[config.mk]
export PLATFORM = sky130hd
export DESIGN_NAME = ecc_ctrl
export DESIGN_NICKNAME = d
export VERILOG_FILES = /design/src/design/ecc_pkg.sv /design/src/design/ecc_ctrl.sv
export SDC_FILE = /design/constraint.sdc
export NUM_CORES = 1
export LEC_CHECK = 0
export BUFFER_PORTS_ARGS = -buffer_cell sky130_fd_sc_hd__buf_2
export CAP_MARGIN = 20
export CORE_ASPECT_RATIO = 0.8
export CORE_MARGIN = 5
export CORE_UTILIZATION = 44
export DETAILED_ROUTE_END_ITERATION = 8
export GPL_ROUTABILITY_DRIVEN = 0
export PLACE_DENSITY = 0.86
export SLEW_MARGIN = 30
export SYNTH_ARGS = -nofsm -noshare
export SYNTH_HDL_FRONTEND = slang
export SYNTH_SLANG_ARGS = --single-unit
[constraint.sdc]
create_clock -name sys_clk -period 1.7 [get_ports sys_clk]
set_clock_uncertainty 0.2 [all_clocks]
set_input_delay 0.34 -clock sys_clk [delete_from_list [all_inputs] [get_ports sys_clk]]
set_output_delay 0.34 -clock sys_clk [all_outputs]
set_load 0.01 [all_outputs]
[src/design/ecc_pkg.sv]
package ecc_pkg;
	// Register byte addresses (low address bits)
	localparam logic [7:0] ECC_ADDR_CTRL = 8'h00;
	localparam logic [7:0] ECC_ADDR_CCLO = 8'h04;
	localparam logic [7:0] ECC_ADDR_CCHI = 8'h08;
	localparam logic [7:0] ECC_ADDR_STAT = 8'h0C;
	// Reset values
	localparam logic [7:0] ECC_CTRL_RESET = 8'h00;
	localparam logic [7:0] ECC_CC_RESET = 8'h00;
	// Control field positions
	localparam int ECC_STEER_HI = 7;
	localparam int ECC_STEER_LO = 6;
	localparam int ECC_DUTY_HI = 5;
	localparam int ECC_DUTY_LO = 4;
	localparam int ECC_MODE_HI = 3;
	// Status field position
	localparam int ECC_STAT_FLAG = 0;
	// Prescaler terminal counts
	localparam logic [1:0] ECC_PRESC_4 = 2'h3;
	localparam logic [3:0] ECC_PRESC_16 = 4'hF;
	// AHB transfer type
	localparam logic [1:0] ECC_HTRANS_NONSEQ = 2'h2;

	typedef enum logic [3:0] {
		ECC_OFF = 4'h0, ECC_RSV1 = 4'h1, ECC_CMP_TOGGLE = 4'h2, ECC_RSV3 = 4'h3,
		ECC_CAP_FALL = 4'h4, ECC_CAP_RISE = 4'h5, ECC_CAP_RISE4 = 4'h6,
		ECC_CAP_RISE16 = 4'h7, ECC_CMP_SET = 4'h8, ECC_CMP_CLR = 4'h9,
		ECC_CMP_SWI = 4'hA, ECC_CMP_SPECIAL = 4'hB, ECC_PWM_HH = 4'hC,
		ECC_PWM_HL = 4'hD, ECC_PWM_LH = 4'hE, ECC_PWM_LL = 4'hF
	} ecc_mode_t;

	typedef enum logic [1:0] {
		ECC_STEER_SINGLE = 2'h0, ECC_STEER_FWD = 2'h1,
		ECC_STEER_HALF = 2'h2, ECC_STEER_REV = 2'h3
	} ecc_steer_t;

	// Pin group: bit 0 = A, 1 = B, 2 = C, 3 = D
	typedef struct packed {
		logic [3:0] level;
		logic [3:0] oe_n;
	} ecc_pins_t;
endpackage

[src/design/ecc_ctrl.sv]
// Functional notes
// - Mode field zero turns the unit off and resets internal state.
// - Codes 0100..0111: falling, rising, 4th rising, 16th rising capture.
// - Compare match toggles, sets or clears output and sets flag.
// - Software-interrupt compare sets flag, leaves pin alone.
// - Special event sets flag, resets timer, starts converter if enabled.
// - Codes 1100..1111 select PWM; low bits set pair A/C, B/D polarity.
// - Outside PWM, steering ignored; A is the pin, B/C/D released.
// - PWM steering: single, full forward, half bridge, full reverse.
// - Duty low bits extend the low byte into a 10-bit duty value.
// - Qualified capture copies the whole 16-bit timer into the pair.
// - Flag set on every capture, only software clears it.
// - A new capture overwrites the old value, no overrun guard.
// - Edge detector watches pad level, even while pin is driven.
// - Prescaler held clear when off, outside capture, or on reset.
// - Prescaler setting changes do not clear the prescaler counter.
// - A capture mode change may give a spurious flag.
// - Compare pair is compared continuously against the timer.
// - Special event at once; timer reset at next timer clock edge.
// - Control written zero forces compare latch low.
//
// Implementation choices: the AHB-Lite slave port and the register offsets.
`timescale 1ns/1ns
`default_nettype none
module ecc_ctrl (
	// Clock and reset
	input wire logic sys_clk,
	input wire logic reset,
	// AHB-Lite slave
	input wire logic hsel,
	input wire logic [31:0] haddr,
	input wire logic [1:0] htrans,
	input wire logic hwrite,
	input wire logic [2:0] hsize,
	input wire logic [31:0] hwdata,
	input wire logic hready,
	output logic hreadyout,
	output logic hresp,
	output logic [31:0] hrdata,
	// Timer one
	input wire logic [15:0] timer_one_count,
	input wire logic timer_tick,
	output logic timer_reset,
	// Converter trigger
	input wire logic adc_enabled,
	output logic adc_start,
	// Pins and PWM
	input wire logic capture_compare_pin,
	input wire logic pwm_wave,
	output ecc_pkg::ecc_pins_t pins,
	output logic [9:0] duty_value,
	// Status
	output logic unit_interrupt_flag
);
	import ecc_pkg::*;

	logic [7:0] enhanced_timing_unit_control;
	logic [7:0] capture_compare_low_byte;
	logic [7:0] capture_compare_high_byte;
	logic dp_valid;
	logic dp_write;
	logic [7:0] dp_addr;
	logic rd_pend;
	logic [7:0] rd_addr;
	logic pin_meta;
	logic pin_sync;
	logic pin_prev;
	logic [3:0] presc;
	logic cmp_latch;
	logic match_prev;
	logic pend_reset;

	// Control field decode
	ecc_mode_t unit_mode_select;
	ecc_steer_t output_steering_config;
	logic [1:0] duty_low_bits;
	assign unit_mode_select = ecc_mode_t'(enhanced_timing_unit_control[ECC_MODE_HI:0]);
	assign output_steering_config = ecc_steer_t'(enhanced_timing_unit_control[ECC_STEER_HI:ECC_STEER_LO]);
	assign duty_low_bits = enhanced_timing_unit_control[ECC_DUTY_HI:ECC_DUTY_LO];

	// Mode class decode
	wire is_off = unit_mode_select == ECC_OFF;
	wire is_capture = unit_mode_select[3:2] == 2'h1;
	wire is_pwm = unit_mode_select[3:2] == 2'h3;
	wire is_special = unit_mode_select == ECC_CMP_SPECIAL;
	wire cmp_drive = unit_mode_select == ECC_CMP_TOGGLE
		|| unit_mode_select == ECC_CMP_SET
		|| unit_mode_select == ECC_CMP_CLR;
	wire is_compare = cmp_drive || unit_mode_select == ECC_CMP_SWI || is_special;

	// Bus address phase and write strobes
	wire accept = hsel && hready && htrans == ECC_HTRANS_NONSEQ;
	wire mapped = dp_addr == ECC_ADDR_CTRL || dp_addr == ECC_ADDR_CCLO
		|| dp_addr == ECC_ADDR_CCHI || dp_addr == ECC_ADDR_STAT;
	wire wr_en = dp_valid && dp_write && mapped;
	wire wr_ctrl = wr_en && dp_addr == ECC_ADDR_CTRL;
	wire wr_cclo = wr_en && dp_addr == ECC_ADDR_CCLO;
	wire wr_cchi = wr_en && dp_addr == ECC_ADDR_CCHI;
	wire flag_clr = wr_en && dp_addr == ECC_ADDR_STAT && hwdata[ECC_STAT_FLAG];
	wire [31:0] rd_mux =
		rd_addr == ECC_ADDR_CTRL ? {24'h000000, enhanced_timing_unit_control} :
		rd_addr == ECC_ADDR_CCLO ? {24'h000000, capture_compare_low_byte} :
		rd_addr == ECC_ADDR_CCHI ? {24'h000000, capture_compare_high_byte} :
		rd_addr == ECC_ADDR_STAT ? {31'h0, unit_interrupt_flag} : 32'h00000000;

	// Edge detect on the synchronised pad level
	wire rise = pin_sync && !pin_prev;
	wire fall = !pin_sync && pin_prev;

	// Capture qualification by prescaler setting
	wire cap_event = is_capture && (
		unit_mode_select == ECC_CAP_FALL ? fall :
		unit_mode_select == ECC_CAP_RISE ? rise :
		unit_mode_select == ECC_CAP_RISE4 ? rise && presc[1:0] == ECC_PRESC_4 :
		rise && presc == ECC_PRESC_16);
	wire [3:0] next_presc = !is_capture ? 4'h0 :
		rise ? 4'(presc + 4'h1) : presc;

	// Continuous compare, acted on once per match
	wire cmp_match = timer_one_count
		== {capture_compare_high_byte, capture_compare_low_byte};
	wire cmp_hit = is_compare && cmp_match && !match_prev;

	// Compare output latch
	wire next_cmp_latch = is_off ? 1'b0 :
		!cmp_hit ? cmp_latch :
		unit_mode_select == ECC_CMP_TOGGLE ? !cmp_latch :
		unit_mode_select == ECC_CMP_SET ? 1'b1 :
		unit_mode_select == ECC_CMP_CLR ? 1'b0 : cmp_latch;

	// Sticky flag, set beats clear
	wire flag_set = cap_event || cmp_hit;
	wire next_flag = flag_set || (unit_interrupt_flag && !flag_clr);

	// Reset request stands from the match until the next timer clock edge
	wire next_pend = is_special && cmp_match
		&& (cmp_hit || (pend_reset && !timer_tick));

	// PWM steering and polarity
	wire w = pwm_wave;
	wire [3:0] pwm_raw =
		output_steering_config == ECC_STEER_SINGLE ? {3'h0, w} :
		output_steering_config == ECC_STEER_FWD ? {w, 3'h1} :
		output_steering_config == ECC_STEER_HALF ? {2'h0, !w, w} :
		{1'b0, 1'b1, w, 1'b0};
	wire [3:0] pwm_drv =
		output_steering_config == ECC_STEER_SINGLE ? 4'h1 :
		output_steering_config == ECC_STEER_HALF ? 4'h3 : 4'hF;
	wire pol_ac = unit_mode_select[1];
	wire pol_bd = unit_mode_select[0];
	wire [3:0] pol_mask = {pol_bd, pol_ac, pol_bd, pol_ac};
	ecc_pins_t next_pins;
	assign next_pins.level = is_pwm ? (pwm_raw ^ pol_mask) & pwm_drv
		: {3'h0, cmp_latch && cmp_drive};
	assign next_pins.oe_n = is_pwm ? ~pwm_drv : {3'h7, !cmp_drive};
	wire [9:0] next_duty = is_pwm ? {capture_compare_low_byte, duty_low_bits} : 10'h000;

	// Bus data phase tracking
	always_ff @(posedge sys_clk) begin
		if (reset) begin
			dp_valid <= 1'b0;
			dp_write <= 1'b0;
			dp_addr <= 8'h00;
		end else if (hready) begin
			dp_valid <= accept;
			dp_write <= hwrite;
			dp_addr <= haddr[7:0];
		end
	end

	// Read path, one wait state
	always_ff @(posedge sys_clk) begin
		if (reset) begin
			hreadyout <= 1'b1;
			hresp <= 1'b0;
			hrdata <= 32'h00000000;
			rd_pend <= 1'b0;
			rd_addr <= 8'h00;
		end else begin
			hresp <= 1'b0;
			rd_pend <= accept && !hwrite;
			rd_addr <= haddr[7:0];
			hreadyout <= !(accept && !hwrite);
			if (rd_pend) begin
				hrdata <= rd_mux;
			end
		end
	end

	// Control register
	always_ff @(posedge sys_clk) begin
		if (reset) begin
			enhanced_timing_unit_control <= ECC_CTRL_RESET;
		end else if (wr_ctrl) begin
			enhanced_timing_unit_control <= hwdata[7:0];
		end
	end

	// Capture/compare pair, capture wins over a write
	always_ff @(posedge sys_clk) begin
		if (reset) begin
			capture_compare_low_byte <= ECC_CC_RESET;
			capture_compare_high_byte <= ECC_CC_RESET;
		end else if (cap_event) begin
			capture_compare_low_byte <= timer_one_count[7:0];
			capture_compare_high_byte <= timer_one_count[15:8];
		end else begin
			if (wr_cclo) begin
				capture_compare_low_byte <= hwdata[7:0];
			end
			if (wr_cchi) begin
				capture_compare_high_byte <= hwdata[7:0];
			end
		end
	end

	// Pin synchroniser and edge history
	always_ff @(posedge sys_clk) begin
		if (reset) begin
			pin_meta <= 1'b0;
			pin_sync <= 1'b0;
			pin_prev <= 1'b0;
		end else begin
			pin_meta <= capture_compare_pin;
			pin_sync <= pin_meta;
			pin_prev <= pin_sync;
		end
	end

	// Unit state; prescaler, compare latch and reset request cleared when the mode field is zero
	always_ff @(posedge sys_clk) begin
		if (reset) begin
			presc <= 4'h0;
			cmp_latch <= 1'b0;
			match_prev <= 1'b0;
			pend_reset <= 1'b0;
		end else begin
			presc <= next_presc;
			cmp_latch <= next_cmp_latch;
			match_prev <= cmp_match;
			pend_reset <= next_pend;
		end
	end

	// Registered outputs
	always_ff @(posedge sys_clk) begin
		if (reset) begin
			unit_interrupt_flag <= 1'b0;
			timer_reset <= 1'b0;
			adc_start <= 1'b0;
			pins <= '{level: 4'h0, oe_n: 4'hF};
			duty_value <= 10'h000;
		end else begin
			unit_interrupt_flag <= next_flag;
			timer_reset <= next_pend;
			adc_start <= cmp_hit && is_special && adc_enabled;
			pins <= next_pins;
			duty_value <= next_duty;
		end
	end
endmodule
`default_nettype wire

==> results.sh, run 1 <==
export IMPL_leakage_nw=2.143
export IMPL_critPathBufInv=1
export IMPL_ys_seq_elements=81
export IMPL_h_tree_depth=3
export IMPL_cts_inserted_buffers=9
export IMPL_die_area_um2=10370
export IMPL_wl_um=8908
export IMPL_synth_warnings=0
export IMPL_worst_path_max_fanout=8
export IMPL_status="complete, but fails checks"
export IMPL_grt_ovfl_total=0
export IMPL_start_util_pct=44.47
export IMPL_grt_start_max_net_pins=54
export IMPL_antenna_found_initial=0
export IMPL_final_setup_worst_slack_ns=-0.1644
export IMPL_cts_path_max_buffers=2
export IMPL_clkSinkCount=81
export IMPL_grt_total_usage_pct=17.37
export IMPL_setup_worst_path_start="dp_addr[5]$_SDFFE_PP0P_"
export IMPL_worstPathArrival_ns=1.93
export IMPL_drt_initial_drc_count=159
export IMPL_cts_tree="built"
export IMPL_synth_most_common_cell="dfxtp_1"
export IMPL_hold_path_startpoint="capture_compare_pin"
export IMPL_final_util_pct=53.71
export IMPL_coreArea_um2=8333
export IMPL_dpl_cell_count=586
export IMPL_ir_drop_mv=0.4195
export IMPL_vias_per_cell=4.947
export IMPL_worstRegToRegCells=6
export IMPL_critPathLaunchType="flop"
export IMPL_worst_ep_required_time_ns=1.76
export IMPL_endpoint_kind="flop"
export IMPL_die_h_um=92.09
export IMPL_fin_cells=602
export IMPL_netlist_area_um2=3706
export IMPL_syn_inst=391
export IMPL_rows=30
export IMPL_die_w_um=112.6
export IMPL_ff2ff_setup_slack_ns=-0.16
export IMPL_io_buffer_count=72
export IMPL_critical_path_max_stage_delay_ns=0.34
export IMPL_postCtsHoldBufs=0
export IMPL_hold_viol_final=0
export IMPL_reg2reg_from="dp_addr[5]$_SDFFE_PP0P_"
export IMPL_cts_root_buf="clkbuf_8"
export IMPL_grt_pass1_wl_um=14270
export IMPL_synthDistinctLibCells=43
export IMPL_vias=2978
export IMPL_ys_async_sr_fraction_pct=0
export IMPL_avgSynthCellArea_um2=9.478
export IMPL_violations="setup timing"
export IMPL_fill_cells=747
export IMPL_yosysTopAreaCell="dfxtp_1"
export IMPL_yosys_top_cells_area="dfxtp_1 44%, mux2i_1 11%, nor2_1 5.8%"
export IMPL_place_hpwl_um=6487
export IMPL_first_pass_iters=4
export IMPL_synth_top_area_share_pct=43.75
export IMPL_max_freq_mhz=536.4
export IMPL_period_share_pct=109.7
export IMPL_drc=0
export IMPL_crit_chain="nor4_4, and4_2, nand3b_1, buf_6, mux2i_2, a211oi_2"
export IMPL_worstHoldPathCells=2
export IMPL_synth_seq_area_share_pct=43.75
export IMPL_holdPathEnd="pin_meta$_SDFF_PP0_"
export IMPL_drv_cap=0
export IMPL_synth_edf_count=0
export IMPL_maxSlewViolCount=0
export IMPL_diodes=0
export IMPL_crit_slowest_cell="dfxtp_2"
export IMPL_grt_pass1_vias=2928
export IMPL_clk_insertion_delay_late_ns=0.35
export IMPL_path_class="flop to flop"
export IMPL_timing_hold_ws_ns=0.01174
export IMPL_areaGrowthSynthToFinish_pct=20.76
export IMPL_hold_class="input port to flop"
export IMPL_finalCriticalPeriod_ns=1.864
export IMPL_rsz0062_at_grt="true"
export IMPL_io_pin_count=149
export IMPL_detail_route_wl_per_cell_um=14.80
export IMPL_finalSetupViolations=27
export IMPL_power_density_nw_per_um2=743.4
export IMPL_drive_above_1_share_pct=29.59
export IMPL_ys_flop_type="dfxtp_1"
export IMPL_layout_nets=582
export IMPL_setup_tns_final_ns=-2.709
export IMPL_ant_nets=0
export IMPL_path_clk_slew_ns=0.07
export IMPL_yosys_top_cells_count="81 x dfxtp_1, 57 x nor2_1, 42 x mux2i_1"
export IMPL_critPathTopFamily="simple AND/OR/NAND/NOR gates"
export IMPL_r2r_end="capture_compare_high_byte[6]$_SDFFE_PP0P_"
export IMPL_total_power_mw=3.327
==> power by group <==
group          internal, mW  switching (mW)  total, mW
clock                 0.515           0.630       1.14
combinational         0.102           0.138      0.240
sequential             1.92          0.0188       1.94
total                  2.54           0.787       3.33
==> cells in the final DEF (no fill, tap or decap), types with 9 or more instances in the layout <==
cell,netlist,final
dfxtp_1,81,73
buf_2,5,72
nor2_1,57,57
mux2i_1,42,40
buf_4,28,32
nor2b_1,26,26
conb_1,1,25
xor2_1,19,18
a211oi_1,16,15
o21ai_0,13,13
nand2_1,12,12
a21oi_1,11,11
and2_1,10,10
clkbuf_8,2,9
==> metal layers <==
metal  vias to the layer above  global-route usage [%]  routed length, µm  share of wire, %
li1                       1454                       -                  -                 -
met1                      1402                   20.54               3765                42
met2                       101                   29.14               4284                48
met3                        21                   5.079                644               7.2
met4                         0                   7.708                213               2.4
met5                         -                       0                  0                 0
==> kinds of logic (layout without fill, tap and decap cells) <==
logic type | Yosys count | in the layout | share of synthesized area, %
compound gates | 49 | 49 | 8.373
xor+xnor | 23 | 23 | 5.435
fa+ha+maj | 1 | 1 | 0.3376
buf+inv | 55 | 130 | 10.53
flops | 81 | 81 | 43.75
mux | 43 | 43 | 11.95
other cells | 1 | 25 | 0.1012
simple gates | 138 | 138 | 19.51
==> cell type report <==
type,count,area [µm²],share of cell area (%)
inverter,5,18.77,0.4193
timing repair buffer,111,696.9,15.57
clock buffer,13,138.9,3.103
multi-input combinational,279,1844,41.21
sequential,81,1632,36.46
tap,112,140.1,3.131
clock inverter,1,5.005,0.1118
==> worst max path at each step <==
stage | cells after the start | endpoint
floorplan | 6 | capture_compare_high_byte[1]$_SDFFE_PP0P_
global placement | 6 | adc_start$_SDFF_PP0_
detailed placement | 6 | adc_start$_SDFF_PP0_
CTS | 6 | enhanced_timing_unit_control[7]$_SDFFE_PP0P_
global route | 6 | enhanced_timing_unit_control[4]$_SDFFE_PP0P_
finish | 6 | capture_compare_high_byte[6]$_SDFFE_PP0P_
==> registers in the layout, summed over array words and instances (netlist names), 4 cells and up <==
name	flops
duty_value	10
capture_compare_high_byte	8
capture_compare_low_byte	8
dp_addr	8
enhanced_timing_unit_control	8
hrdata	8
rd_addr	8
pins	7
presc	4
==> stage by stage <==
step | cell area, µm² | setup slack [ns]
finish | 4476 | -0.1644
global route | 4476 | -0.2438
CTS | 4451 | -0.1366
detailed placement | 4228 | -0.3118
global placement | 4228 | -0.2686
floorplan | 3796 | 0.01819
==> what timing repair did <==
item,CTS,global route
setup buffers,1,1
endpoints found under the setup margin,28,42
pin swaps,16,8
gates resized for setup,15,8
No activity file was read; power rests on OpenSTA's default activity.
==> run 2, diff against run 1 <==
--- a/config.mk
+++ b/config.mk
@@ -10,9 +10,11 @@
 export CORE_ASPECT_RATIO = 0.8
 export CORE_MARGIN = 5
 export CORE_UTILIZATION = 44
+export CTS_CLUSTER_DIAMETER = 50
 export DETAILED_ROUTE_END_ITERATION = 8
 export GPL_ROUTABILITY_DRIVEN = 0
 export PLACE_DENSITY = 0.86
+export SKIP_CTS_REPAIR_TIMING = 1
 export SLEW_MARGIN = 30
 export SYNTH_ARGS = -nofsm -noshare
 export SYNTH_HDL_FRONTEND = slang
==> run 2 against run 1 <==
Against the previous run: the run still ends with setup timing left; worst hold slack better by 0.0068 ns; via count is 1.2% higher; core utilization is 0.075 points lower; die area unchanged; worst setup slack improved by 0.015 ns; routed wire length decreased by 0.70%; clock power about the same; sequential power is essentially flat; maximum frequency up 0.79%; global-route usage is 0.33 points lower; register-to-register slack about the same; non-clock buffer count unchanged; critical path type unchanged; critical endpoint is now enhanced_timing_unit_control[4]$_SDFFE_PP0P_.
==> results.sh, run 2 (synthesized netlist as in run 1, its figures left out) <==
export IMPL_wl_um=8846
export IMPL_worst_path_max_fanout=8
export IMPL_worst_ep_required_time_ns=1.73
export IMPL_path_class="flop to flop"
export IMPL_grt_start_max_net_pins=54
export IMPL_hold_viol_final=0
export IMPL_worstHoldPathCells=2
export IMPL_h_tree_depth=3
export IMPL_clk_insertion_delay_late_ns=0.35
export IMPL_max_freq_mhz=540.6
export IMPL_path_clk_slew_ns=0.07
export IMPL_cp_num_cells=6
export IMPL_critical_path_max_stage_delay_ns=0.35
export IMPL_crit_chain="nor4_4, nand4_1, or3_1, buf_6, mux2i_2, nor2_1"
export IMPL_drv_cap=0
export IMPL_detail_route_wl_per_cell_um=14.69
export IMPL_endpoint_kind="flop"
export IMPL_cts_inserted_buffers=9
export IMPL_hold_class="input port to flop"
export IMPL_maxSlewViolCount=0
export IMPL_ir_drop_mv=0.4150
export IMPL_cts_root_buf="clkbuf_8"
export IMPL_met1_usage_pct=20.41
export IMPL_grt_pass1_vias=2942
export IMPL_antenna_found_initial=0
export IMPL_grt_ovfl_total=0
export IMPL_regMostFlops="duty_value"
export IMPL_die_h_um=92.09
export IMPL_ant_nets=0
export IMPL_total_power_mw=3.319
export IMPL_fill_cells=751
export IMPL_cts_tree="built"
export IMPL_rows=30
export IMPL_critPathLaunchType="flop"
export IMPL_fin_cells=602
export IMPL_grt_pass1_wl_um=14080
export IMPL_globalRouteMet2Util_pct=28.06
export IMPL_violations="setup timing"
export IMPL_vias=3014
export IMPL_first_pass_iters=5
export IMPL_vias_per_cell=5.007
export IMPL_final_cell_mix="76 x dfxtp_1, 72 x buf_2, 57 x nor2_1"
export IMPL_crit_slowest_cell="or3_1"
export IMPL_io_pin_count=149
export IMPL_layout_nets=582
export IMPL_largest_reg_flops=10
export IMPL_power_density_nw_per_um2=742.6
export IMPL_drive_above_1_share_pct=28.78
export IMPL_period_share_pct=108.8
export IMPL_finalCriticalPeriod_ns=1.850
export IMPL_die_area_um2=10370
export IMPL_io_buffer_count=72
export IMPL_dpl_cell_count=586
export IMPL_timing_hold_ws_ns=0.01853
export IMPL_final_setup_worst_slack_ns=-0.1498
export IMPL_diodes=0
export IMPL_worstRegToRegCells=6
export IMPL_die_w_um=112.6
export IMPL_status="complete, but fails checks"
export IMPL_layout_commonest_cell="dfxtp_1"
export IMPL_coreArea_um2=8333
export IMPL_areaGrowthSynthToFinish_pct=20.59
export IMPL_place_hpwl_um=6487
export IMPL_grt_util_met3_pct=5.145
export IMPL_clkSinkCount=81
export IMPL_critPathBufInv=1
export IMPL_finalSetupViolations=28
export IMPL_worstPathArrival_ns=1.88
export IMPL_cts_path_max_buffers=2
export IMPL_rsz0062_at_grt="true"
export IMPL_leakage_nw=2.148
export IMPL_critPathTopFamily="simple AND/OR/NAND/NOR gates"
export IMPL_start_util_pct=44.47
export IMPL_drt_initial_drc_count=122
export IMPL_top_usage_layer="met2"
export IMPL_grt_total_usage_pct=17.04
export IMPL_drc=0
==> run 2: changes by cell type in the layout (fill, tap and decap cells not counted) <==
cell,before,now
and4_2,1,0
and4_4,0,1
dfxtp_1,73,76
dfxtp_2,8,5
mux2i_1,40,41
mux2i_2,2,1
==> run 2: area by class of cell <==
cell class | instances | area (µm²) | share of cell area, %
multi-input cells | 279 | 1842 | 41.21
clock buffers | 13 | 138.9 | 3.107
repair buffers | 111 | 696.9 | 15.59
flip-flops and latches | 81 | 1628 | 36.42
inverters | 5 | 18.77 | 0.4199
well taps | 112 | 140.1 | 3.135
clock inverters | 1 | 5.005 | 0.1120
==> run 2: metrics by stage <==
| step | setup WS [ns] | util [%] | instance area (µm²) | setup TNS, ns |
|---|---|---|---|---|
| after floorplan | 0.01819 | - | 3796 | 0 |
| after global placement | -0.2686 | 50.74 | 4228 | -3.607 |
| after detailed placement | -0.3118 | 50.74 | 4228 | -4.951 |
| after CTS | -0.2824 | 52.46 | 4372 | -4.961 |
| after global routing | -0.2440 | 53.63 | 4469 | -4.968 |
| final | -0.1498 | 53.63 | 4469 | -2.062 |
==> run 2: worst paths after layout <==
| path | from | endpoint | slack [ns] |
|---|---|---|---|
| worst min-delay path | haddr[4] | rd_addr[4]$_SDFF_PP0_ | 0.02 |
| worst max-delay path | dp_addr[5]$_SDFFE_PP0P_ | enhanced_timing_unit_control[4]$_SDFFE_PP0P_ | -0.15 |
| worst min register to register | pin_meta$_SDFF_PP0_ | pin_sync$_SDFF_PP0_ | 0.24 |
| worst max register to register | dp_addr[5]$_SDFFE_PP0P_ | enhanced_timing_unit_control[4]$_SDFFE_PP0P_ | -0.15 |
==> run 2: worst reg2reg max path: stages (launching register included) <==
cell     delay [ns]
dfxtp_2        0.34
nor4_4         0.29
nand4_1        0.17
or3_1          0.35
buf_6          0.17
mux2i_2        0.17
nor2_1         0.06
==> run 2: power breakdown <==
group	total [mW]	internal (mW)	leakage (nW)	switching [mW]
clock	1.14	0.515	0.0733	0.621
combinational	0.240	0.102	1.42	0.138
sequential	1.94	1.92	0.659	0.0189
total	3.32	2.54	2.15	0.778
==> run 2: routing by layer <==
layer  vias up  routed length [µm]
li1       1450                   -
met1      1419                3629
met2       124                4273
met3        21                 755
met4         0                 188
met5         -                   0
==> run 3, diff against run 2 <==
--- a/config.mk
+++ b/config.mk
@@ -13,6 +13,7 @@
 export CTS_CLUSTER_DIAMETER = 50
 export DETAILED_ROUTE_END_ITERATION = 8
 export GPL_ROUTABILITY_DRIVEN = 0
+export GPL_TIMING_DRIVEN = 0
 export PLACE_DENSITY = 0.86
 export SKIP_CTS_REPAIR_TIMING = 1
 export SLEW_MARGIN = 30
==> run 3 against run 2 <==
Against the previous run: the flow finishes with violations (hold timing, setup timing); non-clock buffer count rose by 13; largest power group unchanged; die area is the same; highest routed layer unchanged; cell area up 4.5%.
==> results.sh, run 3 (synthesized netlist as in run 1, its figures left out) <==
export IMPL_timing_hold_ws_ns=-0.01429
export IMPL_p_comb_share_pct=8.0
export IMPL_final_area_um2=4669
export IMPL_detail_route_wl_per_cell_um=15.33
export IMPL_path_clk_slew_ns=0.08
export IMPL_place_area_um2=4292
export IMPL_cts_inserted_buffers=9
export IMPL_worstHoldPathCells=2
export IMPL_drt_initial_drc_count=226
export IMPL_vias_per_cell=4.997
export IMPL_critPathLaunchType="flop"
export IMPL_finalSetupViolations=28
export IMPL_critical_path_max_stage_delay_ns=0.51
export IMPL_drv_cap=0
export IMPL_cts_tree="built"
export IMPL_p_sw_share_pct=23.96
export IMPL_drc=0
export IMPL_layout_nets=595
export IMPL_areaGrowthSynthToFinish_pct=26.00
export IMPL_rows=30
export IMPL_grt_pass1_wl_um=14210
export IMPL_period_share_pct=112.7
export IMPL_worstRegToRegCells=5
export IMPL_worstMarginPinSlew_ns=0.6997
export IMPL_leakage_nw=2.231
export IMPL_worstPathArrival_ns=1.97
export IMPL_violations="hold timing, setup timing"
export IMPL_grt_pass1_vias=2953
export IMPL_drive_above_1_share_pct=32.28
export IMPL_power_density_nw_per_um2=781.0
export IMPL_hold_viol_final=1
export IMPL_clk_insertion_delay_late_ns=0.36
export IMPL_crit_chain="nor4_4, nand4_1, or3_4, mux2i_1, nor2_1"
export IMPL_multi_input_area_um2=1911
export IMPL_cts_path_max_buffers=2
export IMPL_grt_total_usage_pct=17.33
export IMPL_max_freq_mhz=521.9
export IMPL_critPathBufInv=0
export IMPL_grt_ovfl_total=0
export IMPL_h_tree_depth=3
export IMPL_endpoint_kind="flop"
export IMPL_diodes=0
export IMPL_largest_reg_flops=10
export IMPL_ant_nets=0
export IMPL_crit_slowest_cell="or3_4"
export IMPL_intPower_mw=2.773
export IMPL_ir_drop_mv=0.4455
export IMPL_fill_cells=726
export IMPL_place_hpwl_um=6786
export IMPL_vias=3083
export IMPL_status="complete, but fails checks"
export IMPL_worst_path_max_fanout=8
export IMPL_coreArea_um2=8333
export IMPL_die_area_um2=10370
export IMPL_die_w_um=112.6
export IMPL_antenna_found_initial=0
export IMPL_final_setup_worst_slack_ns=-0.2162
export IMPL_finalCriticalPeriod_ns=1.916
export IMPL_seqPwrFrac_pct=53.2
export IMPL_slew_headroom_pct=53.00
export IMPL_critPathTopFamily="simple AND/OR/NAND/NOR gates"
export IMPL_power_switching_uw=873.8
export IMPL_path_class="flop to flop"
export IMPL_start_util_pct=44.47
export IMPL_layout_commonest_cell="dfxtp_1"
export IMPL_io_pin_count=149
export IMPL_first_pass_iters=4
export IMPL_die_h_um=92.09
export IMPL_worst_ep_required_time_ns=1.76
export IMPL_cp_num_cells=5
export IMPL_seq_area_um2=1633
export IMPL_hold_class="input port to flop"
export IMPL_wl_um=9459
export IMPL_cts_root_buf="clkbuf_8"
export IMPL_io_buffer_count=71
export IMPL_grt_start_max_net_pins=14
export IMPL_maxSlewViolCount=0
export IMPL_clkPwrFrac_pct=38.8
export IMPL_clkSinkCount=81
export IMPL_regMostFlops="duty_value"
export IMPL_final_cell_mix="74 x dfxtp_1, 73 x buf_2, 57 x nor2_1"
export IMPL_rsz0062_at_grt="true"
run 3: cell types whose count changed in the layout (fill, tap and decap cells not counted), moves of 2 or more:
cell,change
a211oi_1,-6
a211oi_2,+6
dlygate4sd3_1,+2
clkinvlp_4,+2
buf_12,-2
clkbuf_1,+3
dfxtp_1,-2
buf_6,+3
clkbuf_8,+3
run 3: cell type report:
cell class	instances	share of cell area [%]
multi-input combinational	279	40.92
sequential	81	34.97
timing repair buffer	76	8.521
buffer	48	7.985
clock buffer	11	3.028
tap	112	3.001
clock inverter	5	1.179
inverter	5	0.4019
run 3: final timing paths:
path	startpoint	to	slack, ns
worst max-delay path	dp_addr[5]$_SDFFE_PP0P_	enhanced_timing_unit_control[0]$_SDFFE_PP0P_	-0.22
worst min-delay path	capture_compare_pin	pin_meta$_SDFF_PP0_	-0.01
worst max register to register	dp_addr[5]$_SDFFE_PP0P_	enhanced_timing_unit_control[0]$_SDFFE_PP0P_	-0.22
worst min register to register	pin_meta$_SDFF_PP0_	pin_sync$_SDFF_PP0_	0.25
run 3: per-stage QoR:
stage	power (mW)	worst slack [ns]	cells	setup TNS (ns)	util [%]
2_1_floorplan	2.153	0.01819	415	0	-
3_3_place_gp	2.245	-0.2915	598	-7.051	51.50
3_5_place_dp	2.254	-0.3224	598	-8.789	51.50
4_1_cts	3.640	-0.2549	614	-8.180	53.86
5_1_grt	3.784	-0.3123	617	-5.981	56.04
6_report	3.647	-0.2162	617	-3.853	56.04
run 3: power groups by stage:
stage	Sequential (mW)	Clock, mW	Combinational, mW
finish	1.94	1.41	0.291
CTS	1.94	1.43	0.272
floorplan	1.98	0	0.175
detailed placement	1.98	0	0.272
global route	1.95	1.52	0.316
global placement	1.98	0	0.264
run 3: per-layer routing:
layer	wire [µm]	global-route usage, %
met5	0	0
met4	176	5.405
met3	840	6.201
met1	3997	22.07
met2	4445	27.42
run 3: worst reg2reg max path: cells and delay by family (launching register included):
family | cells | cell delay (ns)
flip-flops | 1 | 0.34
multiplexers | 1 | 0.21
AND/OR/NAND/NOR | 4 | 1.06
